`config.mk`:
```
export PLATFORM = sky130hd
export DESIGN_NAME = sxc_config_bank
export DESIGN_NICKNAME = d
export VERILOG_FILES = /design/src/rtl/sxc_pkg.sv /design/src/rtl/sxc_midi_div.sv /design/src/rtl/sxc_config_bank.sv
export SDC_FILE = /design/constraint.sdc
export NUM_CORES = 1
export LEC_CHECK = 0
export BUFFER_PORTS_ARGS = -buffer_cell sky130_fd_sc_hd__buf_2
export CAP_MARGIN = 40
export CORE_AREA = 2 2 146 148
export DETAILED_ROUTE_END_ITERATION = 8
export DIE_AREA = 0 0 148 150
export PLACE_DENSITY_LB_ADDON = 0.08
export SETUP_SLACK_MARGIN = 0.15
export SYNTH_ARGS = -nofsm -noshare
export SYNTH_HDL_FRONTEND = slang
export SYNTH_HIERARCHICAL = 1
export SYNTH_SLANG_ARGS = --single-unit
export TNS_END_PERCENT = 50
```
`constraint.sdc`:
```
create_clock -name ref_clk_in -period 2.7 [get_ports ref_clk_in]
set_input_delay 0 -clock ref_clk_in [delete_from_list [all_inputs] [get_ports ref_clk_in]]
set_output_delay 0 -clock ref_clk_in [all_outputs]
set_load 0.05 [all_outputs]
```
`src/rtl/sxc_pkg.sv`:
```
package sxc_pkg;
  // configuration register indices
  localparam logic [7:0] IDX_PAR_SER      = 8'h04;
  localparam logic [7:0] IDX_FDC_IDE      = 8'h05;
  localparam logic [7:0] IDX_DRV_TYPES    = 8'h06;
  localparam logic [7:0] IDX_AUTOPWR      = 8'h07;
  localparam logic [7:0] IDX_AUX_LOW      = 8'h08;
  localparam logic [7:0] IDX_AUX_HIGH     = 8'h09;
  localparam logic [7:0] IDX_ECP_THR      = 8'h0a;
  // reset values
  localparam logic [7:0] RST_PAR_SER      = 8'h00;
  localparam logic [7:0] RST_FDC_IDE      = 8'h00;
  localparam logic [7:0] RST_DRV_TYPES    = 8'hff;
  localparam logic [7:0] RST_AUTOPWR      = 8'h00;
  localparam logic [7:0] RST_AUX          = 8'h00;
  localparam logic [7:0] RST_ECP_THR      = 8'h00;
  // writable bit masks, all other positions read zero
  localparam logic [7:0] MSK_PAR_SER      = 8'h7f;
  localparam logic [7:0] MSK_FDC_IDE      = 8'h7c;
  localparam logic [7:0] MSK_AUTOPWR      = 8'hf1;
  localparam logic [7:0] MSK_AUX_LOW      = 8'h0f;
  localparam logic [7:0] MSK_AUX_HIGH     = 8'hc7;
  localparam logic [7:0] MSK_ECP_THR      = 8'hcf;
  // field positions
  localparam int PS_MODE_LO   = 0;
  localparam int PS_MIDI1     = 4;
  localparam int PS_MIDI2     = 5;
  localparam int FD_DMA       = 2;
  localparam int FD_DEN_LO    = 3;
  localparam int FD_SWAP      = 5;
  localparam int FD_EXT4      = 6;
  localparam int AP_BOOT      = 0;
  localparam int AP_PAR       = 4;
  localparam int AP_U2        = 5;
  localparam int AP_U1        = 6;
  localparam int AP_FDC       = 7;
  localparam int AX_CFG_LO    = 6;
  // ecp extended-control mode codes
  localparam logic [2:0] ECR_SPP = 3'h0;
  localparam logic [2:0] ECR_EPP = 3'h4;
  // uart reference dividers
  localparam logic [3:0] DIV_STD  = 4'hd;
  localparam logic [3:0] DIV_MIDI = 4'hc;

  typedef enum logic [1:0] {
    SXC_PM_SPP, SXC_PM_EPP, SXC_PM_ECP, SXC_PM_ECPEPP
  } sxc_pmode_t;

  typedef enum logic [1:0] {
    SXC_AX_OFF, SXC_AX_BYTE, SXC_AX_BLK8, SXC_AX_BLK16
  } sxc_axcfg_t;

  // host configuration access
  typedef struct packed {
    logic       cfg_mode;
    logic       idx_wr;
    logic       dat_wr;
    logic       dat_rd;
    logic [7:0] wdata;
  } sxc_cfg_req_t;

  // floppy controller raw signals
  typedef struct packed {
    logic [1:0] drv_sel;
    logic [1:0] motor;
    logic       density;
    logic       dma_req;
    logic       irq;
    logic       byte_xfer;
    logic       fifo_en;
  } sxc_fdc_raw_t;
endpackage

```
`src/rtl/sxc_midi_div.sv`:
```
`timescale 1ns/1ps
`default_nettype none
// reference divider for one uart: /13 standard, /12 midi
module sxc_midi_div (
  input  wire logic ref_clk_in,  // clock
  input  wire logic sys_rst_in,  // sync reset
  input  wire logic clk_en_in,   // freeze when low
  input  wire logic ref_tick_in, // 24 mhz reference tick
  input  wire logic midi_in,     // 1 selects /12
  output logic      tick_out     // divided tick, registered
);
  typedef struct packed {
    logic [3:0] cnt;
    logic       tick;
  } sxc_div_st_t;

  sxc_div_st_t st_r;  // state
  sxc_div_st_t st_nxt; // next state
  logic [3:0]  lim;   // terminal count

  // divide count chosen by select bit; 12 gives 2 mhz, /16 later 125 khz
  always_comb
  begin
    st_nxt = st_r;
    lim    = midi_in ? sxc_pkg::DIV_MIDI : sxc_pkg::DIV_STD;
    st_nxt.tick = 1'b0;
    if (ref_tick_in)
    begin
      if (st_r.cnt >= lim - 4'h1)
      begin
        st_nxt.cnt  = 4'h0;
        st_nxt.tick = 1'b1;
      end
      else
        st_nxt.cnt = st_r.cnt + 4'h1;
    end
  end

  // register
  always_ff @(posedge ref_clk_in)
  begin
    if (sys_rst_in)
      st_r <= '0;
    else if (clk_en_in)
      st_r <= st_nxt;
  end

  assign tick_out = st_r.tick;
endmodule
`default_nettype wire

```
`src/rtl/sxc_config_bank.sv`:
```
`timescale 1ns/1ps
`default_nettype none
module sxc_config_bank (
  input  wire logic                  ref_clk_in,     // 125 mhz clock
  input  wire logic                  sys_rst_in,     // sync reset, por or hw
  input  wire logic                  clk_en_in,      // freeze when low
  input  wire sxc_pkg::sxc_cfg_req_t cfg_in,         // host config access
  input  wire logic [10:0]           host_addr_in,   // isa address pins
  input  wire logic                  upper_address_select_n_in, // pin
  input  wire logic                  ref_tick_in,    // 24 mhz tick
  input  wire logic [2:0]            ecr_mode_in,    // ecp ecr mode field
  input  wire sxc_pkg::sxc_fdc_raw_t fdc_in,         // fdc core signals
  output logic [7:0]                 rdata_out,      // config read data
  output logic                       aux_address_decode_out, // aux hit
  output logic [1:0]                 drv_sel_out,    // drive selects
  output logic [1:0]                 motor_out,      // motor selects
  output logic                       external_four_drive_decode_out, // enc
  output logic                       density_out,    // density pin
  output logic                       floppy_dma_request_out, // drq pin
  output logic                       floppy_interrupt_request_out, // irq
  output logic                       epp_active_out, // epp engine on
  output logic                       spp_active_out, // spp engine on
  output logic                       ecp_active_out, // ecp engine on
  output logic [3:0]                 ecp_threshold_out, // fifo threshold
  output logic [1:0]                 ir_mux_out,     // ir pin mux
  output logic [3:0]                 autopower_out,  // fdc,u1,u2,par
  output logic                       boot_drive_b_out, // boot from b
  output logic [7:0]                 drive_types_out, // drive type codes
  output logic [1:0]                 uart_tick_out   // divided uart ticks
);
  // all register state in one struct
  typedef struct packed {
    logic [7:0]  index;      // config index register
    logic [7:0]  par_ser;    // parallel/serial setup
    logic [7:0]  fdc_ide;    // floppy/ide setup
    logic [7:0]  drv_types;  // drive types
    logic [7:0]  autopwr;    // powerdown and boot
    logic [7:0]  aux_low;    // aux base low
    logic [7:0]  aux_high;   // aux base high/config
    logic [7:0]  ecp_thr;    // threshold and ir mux
    logic [7:0]  rdata;      // read data
    logic [1:0]  ucs_sync;   // upper select synchroniser
    logic [21:0] addr_sync;  // two stage address sync
    logic        aux_hit;    // aux decode output
    logic [1:0]  drv_sel;    // drive selects out
    logic [1:0]  motor;      // motor out
    logic        ext4;       // encoded select flag
    logic        density;    // density out
    logic        drq;        // dma request out
    logic        irq;        // interrupt out
    logic        epp;        // epp enable
    logic        spp;        // spp enable
    logic        ecp;        // ecp enable
  } sxc_st_t;

  sxc_st_t              st_r;   // current state
  sxc_st_t              st_nxt; // next state
  sxc_pkg::sxc_pmode_t  pmode;  // parallel extended mode
  sxc_pkg::sxc_axcfg_t  axcfg;  // aux decoder config
  logic [10:0]          abase;  // aux decode base
  logic [10:0]          addr_s; // synchronised address
  logic [1:0]           ticks;  // divider ticks

  // masked write: read-only positions stay zero
  function automatic logic [7:0] mwr(input logic [7:0] d,
                                     input logic [7:0] m);
    mwr = d & m;
  endfunction

  // next-state logic
  always_comb
  begin
    st_nxt = st_r;
    pmode  = sxc_pkg::sxc_pmode_t'(st_r.par_ser[1:0]);
    axcfg  = sxc_pkg::sxc_axcfg_t'(st_r.aux_high[7:6]);
    abase  = {st_r.aux_high[2:0], st_r.aux_low[3:0], 4'h0};
    addr_s = st_r.addr_sync[21:11];
    // pin synchronisers: first stage feeds only the second
    st_nxt.ucs_sync  = {st_r.ucs_sync[0], upper_address_select_n_in};
    st_nxt.addr_sync = {st_r.addr_sync[10:0], host_addr_in};
    // host config access only in config mode
    if (cfg_in.cfg_mode)
    begin
      if (cfg_in.idx_wr)
        st_nxt.index = cfg_in.wdata;
      else if (cfg_in.dat_wr)
      begin
        case (st_r.index)
          sxc_pkg::IDX_PAR_SER:
            st_nxt.par_ser = mwr(cfg_in.wdata, sxc_pkg::MSK_PAR_SER);
          sxc_pkg::IDX_FDC_IDE:
            st_nxt.fdc_ide = mwr(cfg_in.wdata, sxc_pkg::MSK_FDC_IDE);
          sxc_pkg::IDX_DRV_TYPES:
            st_nxt.drv_types = cfg_in.wdata;
          sxc_pkg::IDX_AUTOPWR:
            st_nxt.autopwr = mwr(cfg_in.wdata, sxc_pkg::MSK_AUTOPWR);
          sxc_pkg::IDX_AUX_LOW:
            st_nxt.aux_low = mwr(cfg_in.wdata, sxc_pkg::MSK_AUX_LOW);
          sxc_pkg::IDX_AUX_HIGH:
            st_nxt.aux_high = mwr(cfg_in.wdata, sxc_pkg::MSK_AUX_HIGH);
          sxc_pkg::IDX_ECP_THR:
            st_nxt.ecp_thr = mwr(cfg_in.wdata, sxc_pkg::MSK_ECP_THR);
          default:
            st_nxt.index = st_r.index; // unmapped index, write dropped
        endcase
      end
    end
    // read path, zero outside config mode or unmapped index
    st_nxt.rdata = 8'h00;
    if (cfg_in.cfg_mode && cfg_in.dat_rd)
    begin
      case (st_r.index)
        sxc_pkg::IDX_PAR_SER:   st_nxt.rdata = st_r.par_ser;
        sxc_pkg::IDX_FDC_IDE:   st_nxt.rdata = st_r.fdc_ide;
        sxc_pkg::IDX_DRV_TYPES: st_nxt.rdata = st_r.drv_types;
        sxc_pkg::IDX_AUTOPWR:   st_nxt.rdata = st_r.autopwr;
        sxc_pkg::IDX_AUX_LOW:   st_nxt.rdata = st_r.aux_low;
        sxc_pkg::IDX_AUX_HIGH:  st_nxt.rdata = st_r.aux_high;
        sxc_pkg::IDX_ECP_THR:   st_nxt.rdata = st_r.ecp_thr;
        default:                st_nxt.rdata = 8'h00;
      endcase
    end
    // parallel engine selection from mode field and ecr
    st_nxt.spp = 1'b0;
    st_nxt.epp = 1'b0;
    st_nxt.ecp = 1'b0;
    case (pmode)
      sxc_pkg::SXC_PM_SPP:
        st_nxt.spp = 1'b1;
      sxc_pkg::SXC_PM_EPP:
      begin
        st_nxt.spp = 1'b1;
        st_nxt.epp = 1'b1;
      end
      sxc_pkg::SXC_PM_ECP:
      begin
        st_nxt.ecp = 1'b1;
        st_nxt.spp = (ecr_mode_in == sxc_pkg::ECR_SPP);
      end
      sxc_pkg::SXC_PM_ECPEPP:
      begin
        st_nxt.ecp = 1'b1;
        st_nxt.spp = (ecr_mode_in == sxc_pkg::ECR_SPP);
        st_nxt.epp = (ecr_mode_in == sxc_pkg::ECR_EPP);
      end
      default:
        st_nxt.spp = 1'b1;
    endcase
    // drive select path: swap first, then optional encoding
    st_nxt.drv_sel = fdc_in.drv_sel;
    st_nxt.motor   = fdc_in.motor;
    if (st_r.fdc_ide[sxc_pkg::FD_SWAP])
    begin
      st_nxt.drv_sel = {fdc_in.drv_sel[0], fdc_in.drv_sel[1]};
      st_nxt.motor   = {fdc_in.motor[0], fdc_in.motor[1]};
    end
    // ecp settings only support two direct drives
    st_nxt.ext4 = st_r.fdc_ide[sxc_pkg::FD_EXT4] && !st_nxt.ecp;
    // density override
    case (st_r.fdc_ide[sxc_pkg::FD_DEN_LO +: 2])
      2'b10:   st_nxt.density = 1'b1;
      2'b11:   st_nxt.density = 1'b0;
      default: st_nxt.density = fdc_in.density; // normal, 01 reserved
    endcase
    // non-burst strobes each byte while fifo on
    if (st_r.fdc_ide[sxc_pkg::FD_DMA] && fdc_in.fifo_en)
    begin
      st_nxt.drq = fdc_in.byte_xfer;
      st_nxt.irq = fdc_in.byte_xfer;
    end
    else
    begin
      st_nxt.drq = fdc_in.dma_req;
      st_nxt.irq = fdc_in.irq;
    end
    // aux decoder; pins are sampled after sync, so answer lags three cycles
    st_nxt.aux_hit = 1'b0;
    if (!st_r.ucs_sync[1])
    begin
      case (axcfg)
        sxc_pkg::SXC_AX_BYTE:
          st_nxt.aux_hit = (addr_s == abase);
        sxc_pkg::SXC_AX_BLK8:
          st_nxt.aux_hit = (addr_s[10:3] == abase[10:3]);
        sxc_pkg::SXC_AX_BLK16:
          st_nxt.aux_hit = (addr_s[10:4] == abase[10:4]);
        default:
          st_nxt.aux_hit = 1'b0;
      endcase
    end
  end

  // state register; every reset is treated as por or hardware reset
  always_ff @(posedge ref_clk_in)
  begin
    if (sys_rst_in)
    begin
      st_r           <= '0;
      st_r.par_ser   <= sxc_pkg::RST_PAR_SER;
      st_r.fdc_ide   <= sxc_pkg::RST_FDC_IDE;
      st_r.drv_types <= sxc_pkg::RST_DRV_TYPES;
      st_r.autopwr   <= sxc_pkg::RST_AUTOPWR;
      st_r.aux_low   <= sxc_pkg::RST_AUX;
      st_r.aux_high  <= sxc_pkg::RST_AUX;
      st_r.ecp_thr   <= sxc_pkg::RST_ECP_THR;
      st_r.ucs_sync  <= 2'b11;
      st_r.spp       <= 1'b1;
    end
    else if (clk_en_in)
      st_r <= st_nxt;
  end

  // one divider per serial port
  for (genvar g = 0; g < 2; g++)
  begin : g_div
    sxc_midi_div u_div (
      .ref_clk_in  (ref_clk_in),
      .sys_rst_in  (sys_rst_in),
      .clk_en_in   (clk_en_in),
      .ref_tick_in (ref_tick_in),
      .midi_in     (st_r.par_ser[sxc_pkg::PS_MIDI1 + g]),
      .tick_out    (ticks[g])
    );
  end

  // outputs straight from flops
  assign rdata_out                      = st_r.rdata;
  assign aux_address_decode_out         = st_r.aux_hit;
  assign drv_sel_out                    = st_r.drv_sel;
  assign motor_out                      = st_r.motor;
  assign external_four_drive_decode_out = st_r.ext4;
  assign density_out                    = st_r.density;
  assign floppy_dma_request_out         = st_r.drq;
  assign floppy_interrupt_request_out   = st_r.irq;
  assign epp_active_out                 = st_r.epp;
  assign spp_active_out                 = st_r.spp;
  assign ecp_active_out                 = st_r.ecp;
  assign ecp_threshold_out              = st_r.ecp_thr[3:0];
  assign ir_mux_out                     = st_r.ecp_thr[7:6];
  assign autopower_out                  = st_r.autopwr[7:4];
  assign boot_drive_b_out               = st_r.autopwr[sxc_pkg::AP_BOOT];
  assign drive_types_out                = st_r.drv_types;
  assign uart_tick_out                  = ticks;
endmodule
`default_nettype wire

```
-- Word level (Yosys, flattened, before mapping)
Index checks and enable logic that the tools add are counted.
- register bits after elaboration: 102
- input bits: 40
- output and inout bits: 41
- logic and storage cells: 87
- add/subtract/negate cells: 4
- order comparisons: 2
- eq/ne operators: 19
- mux-type cells: 19
- bitwise gates (word level): 1
- reduce and logical (&&, ||, !) cells: 17
- operators with widths (kind ; count):
    $pmux W8 S7 ; 1
    $reduce_and A5 Y1 ; 7
    $eq A8 B3 Y1 const B ; 4
    $eq A8 B4 Y1 const B ; 3
    $mux W8 ; 2
    $eq A2 B2 Y1 const B ; 6
    $mux W4 ; 3
    $eq A11 B11 Y1 ; 1
    $add A4 B1 Y4 const B ; 2
    $eq A8 B8 Y1 ; 1
    $ge A4 B4 Y1 ; 2
    $mux W1 ; 8
    $sub A4 B1 Y4 const B ; 2
    $eq A7 B7 Y1 ; 1
    $pmux W1 S2 ; 3
    $eq A2 B1 Y1 const B ; 2
    $reduce_or A2 Y1 ; 2
    $eq A3 B3 Y1 const B ; 1
    $logic_and A1 B1 Y1 ; 3
    $logic_not A3 Y1 ; 1
    $pmux W1 S3 ; 1
    $reduce_and A3 Y1 ; 1
    $logic_not A2 Y1 ; 1
    $mux W2 ; 1
    3 further kinds ; 3

-- Logic depth before layout (Yosys ltp)
- depth after elaboration: 5
- gate-level depth with buffers: 6
- depth with buffers taken out: 6

-- Cells and area by module
Netlist, hierarchy kept.
- modules (own cells, without submodules) (module ; instances ; cells each ; area an instance (um2) ; sequential area each (um2)):
    sxc_config_bank ; 1 ; 436 ; 4224.1 ; 1841.8
    sxc_midi_div ; 2 ; 34 ; 309.0 ; 100.1

-- Least setup slack after synthesis
Ideal clock, no wire load.
- kind: flip-flop to flip-flop
- start point: reg st_r[106] (netlist bit)
- end point: reg st_r (netlist bit drive_types_out[0])
- setup time: 0.129 ns
- arrival time: 1.833 ns
- required time: 2.571 ns
- slack: 0.737 ns
- stages on the path, launching flop included: 6
- path buffers: 1
- clock period less this slack: 1.963 ns
- cells stage by stage: dfxtp_1 > or4_4 > buf_6 > nor4_4 > mux2i_1 > nand2_1
- word-level cells in the longest chain between the ends: 2
- ends and longest elaborated chain (what ; line ; source):
    from (decl) ; sxc_config_bank.sv:56 ; sxc_st_t st_r;
    from (signal assigned) ; sxc_config_bank.sv:210 ; st_r <= st_nxt;
    $eq A8 B3 Y1 ; sxc_config_bank.sv:88 ; case (st_r.index)
    $reduce_and A5 Y1 (no source line) ; -- ;
No other way between the ends.
A chain may end at the register's enable or synchronous reset.

-- Worst setup path in the final report
- start point: reg st_r[106] (netlist bit)
- end point: reg st_r (netlist bit rdata_out[6])
- word-level cells in the longest chain between the ends: 3
- elaborated cells between the ends (all ways): 9
- classes of those cells: eq/ne: 7; mux: 2
- ends and longest elaborated chain (what ; line ; source):
    $eq A8 B4 Y1 / $eq A8 B3 Y1 (equally long branches) ; sxc_config_bank.sv:112 ; case (st_r.index)
    $pmux W8 S7 (*) ; sxc_config_bank.sv:112 ;
    $mux W8 (*) ; sxc_config_bank.sv:110 ; if (cfg_in.cfg_mode && cfg_in.dat_rd)
Mark *: on every way between the ends. The rest lies on a longest branch, timed or not.

==> flow_metrics.tcl <==
set metrics [dict create \
    worst_slack_ps 538.9 \
    dieArea_um2 22200 \
    cts_setup_buffers 0 \
    crit_family "simple AND/OR/NAND/NOR gates" \
    viasPerCell 4.395 \
    syn_area_per_cell_um2 9.607 \
    period_needed_ps 2161 \
    preCtsSetupSlack_ps 571.6 \
    cts_hold_buf 26 \
    gp_congestion 0.7335 \
    synth_top_cell_by_area "dfxtp_1" \
    synth_fp_nets 552 \
    slew_headroom 0.4686 \
    critical_path.max_stage_delay_ps 710 \
    setup_viol_count_final 0 \
    cp_max_fo 18 \
    worst-path-buf-inv 0 \
    cp_cell_sequence "or4_4, nor3_2, o21ai_0, o32ai_1" \
    mostFrequentLayoutCells "dfxtp_1, mux2i_1, buf_2, nor2_1, dlygate4sd3_1" \
    worst_slew_pin_slew_ps 797.2 \
    hp-start "cfg_in[7]" \
    netlist.area_leader.share 0.4217 \
    cp.required_ps 2960 \
    drtIter0Drc 163 \
    clk-insertion-delay-late_ps 360 \
    setup_tns_ps 0 \
    vias 3758 \
    finalNetCount 623 \
    initial_core_util 0.2340 \
    cp-end-kind "register" \
    cap_violations 0 \
    reg2reg_from "st_r[106]" \
    cts_made_buffers 9 \
    rsz0062_at_grt "false" \
    cellPowerDensity_nw_per_um2 561.7 \
    vdd_drop_max_mv 0.2538 \
    crit_start "st_r[106]" \
    firstDrtPassIters 4 \
    cp.arrival_ps 2420 \
    grt_pass1_vias 3773 \
    yosysUniqueCellTypes 51 \
    cts.sinks 102 \
    grt_max_degree 65 \
    hold_violations 0 \
    clock_path_buffers 2 \
    grt_first_pass_wirelength_um 22200 \
    num_antenna_cells 0 \
    synth_cells 504 \
    final_common_cell "dfxtp_1" \
    ant_nets 0 \
    syn2layout_area_growth_pct 22.87 \
    synth_flop_cell "dfxtp_1" \
    post-route-period-util 0.8004 \
    synth_edf_count 0 \
    htree_levels 3 \
    drcViolationCount 0 \
    drive_above_1_share 0.2138 \
    status "finished, final reports clean" \
    worst_path_max_delay_cell "or4_4" \
    io-pin-count 81 \
    num_rows 53 \
    r2r_cells 4 \
    p_leak_nw 2.366 \
    syn-cell-area_um2 4842 \
    ys_seq_area_frac 0.4217 \
    hold_depth 3 \
    gr-total-overflow 0 \
    async_flop_share 0 \
    die_w_um 148 \
    hpwl_um 10080 \
    clockRootBuffer "clkbuf_16" \
    wl_per_cell_um 16.47 \
    fillers 2232 \
    clkTransAtPathRegs_ps 70 \
    core_region_area_um2 20690 \
    yosys_warnings 6 \
    track_usage 0.1319 \
    maxSlewViolCount 0 \
    yosys-top-cells-area "dfxtp_1, mux2i_1, nor2_1, buf_4, nor4_4" \
    ys_ff_latch 102 \
    cp-start-kind "register" \
    tritoncts "yes" \
    fin_skew_ps 5.750 \
    max_freq_mhz 462.7 \
    cp_num_cells 4 \
    wirelength_um 14090 \
    cts_resized 0 \
    crit_type "reg -> reg" \
    grt_antenna_before_repair 0 \
    hp-class "in -> reg" \
    port_buffers 80 \
    dieHeight_um 150 \
]
-- power breakdown --
| part | total (W) | switching, W | internal, W |
|---|---|---|---|
| combinational | 0.000294 | 0.000178 | 0.000116 |
| clock | 0.00149 | 0.000613 | 0.000875 |
| sequential | 0.00156 | 0.0000232 | 0.00154 |
-- worst register-to-register path, cell delays in order (launching register included) --
cell and delay (ps):
dfxtp_1 320, or4_4 710, nor3_2 540, o21ai_0 220, o32ai_1 280
-- state kept, by name, indices dropped and copies added, names as in the netlist, 4 cells and up --
name / flops
st_r: 19
autopower_out: 4
abase: 7
st_nxt: 12
drive_types_out: 8
g_div.u_div/st_r: 8
rdata_out: 8
addr_s: 11
ecp_threshold_out: 4
-- synth_stat cells (2+ instances only) --
master,count
o31ai_1,3
a211oi_1,8
xnor2_1,7
nor3b_1,2
nand2b_1,11
nand2_1,21
o32ai_1,2
o21ai_0,4
nor2b_1,11
inv_1,9
a31oi_1,2
nand4b_1,4
o22ai_1,2
a32oi_1,2
o2111ai_2,2
dfxtp_1,102
a21o_2,2
mux2i_1,83
clkbuf_1,21
o2111ai_1,2
nand3_1,9
ha_1,8
nor3_1,8
a21oi_1,21
mux4_2,2
buf_4,30
nand3b_1,4
nor2_1,79
nor4_4,5
buf_1,3
a21oi_2,2
or3b_1,2
o211ai_2,2
nand4_1,2
a311oi_1,4
and3_1,5
nor4_1,4
-- worst paths after layout --
check / to / slack (ps)
setup / recovery: rdata_out[6] / 540
hold / removal: drive_types_out[7] / 6
setup reg to reg: rdata_out[6] / 540
hold reg to reg: aux_address_decode_out / 470
-- routing by layer --
metal / track usage / routed length [um]
met5: 0 / 0
met4: 0.03286 / 151
met3: 0.03415 / 500
met2: 0.2134 / 6647
met1: 0.1756 / 6786
-- cell type report --
class / count / area, um2 / area share
multi-input cells: 338 / 2440 / 0.4101
clock buffers: 11 / 252.7 / 0.04248
inverters: 9 / 33.78 / 0.005678
flip-flops and latches: 102 / 2042 / 0.3432
well taps: 275 / 344.1 / 0.05783
repair buffers: 115 / 748.2 / 0.1258
clock inverters: 5 / 88.84 / 0.01493
-- cells by family (layout without fill, tap and decap cells) --
family	Yosys count	after routing	share of synthesized area
flops	102	102	0.4217
buf+inv	64	140	0.07442
compound gates	64	64	0.09484
mux	86	86	0.1832
xor+xnor	7	7	0.01266
simple gates	173	173	0.1925
fa+ha+maj	8	8	0.02067
-- through the flow --
step / power, W / util / hold WS, ps / std cells / area (um2)
floorplan: 0.001764 / - / 62.44 / 504 / 4842
global placement: 0.001861 / 0.2571 / 221.1 / 812 / 5320
detailed placement: 0.001867 / 0.2585 / 218.3 / 813 / 5348
CTS: 0.003425 / 0.2876 / 3.710 / 855 / 5949
global route: 0.003503 / 0.2876 / 1.811 / 855 / 5949
finish: 0.003342 / 0.2876 / 5.650 / 855 / 5949
(Power assumes the default switching activity.)
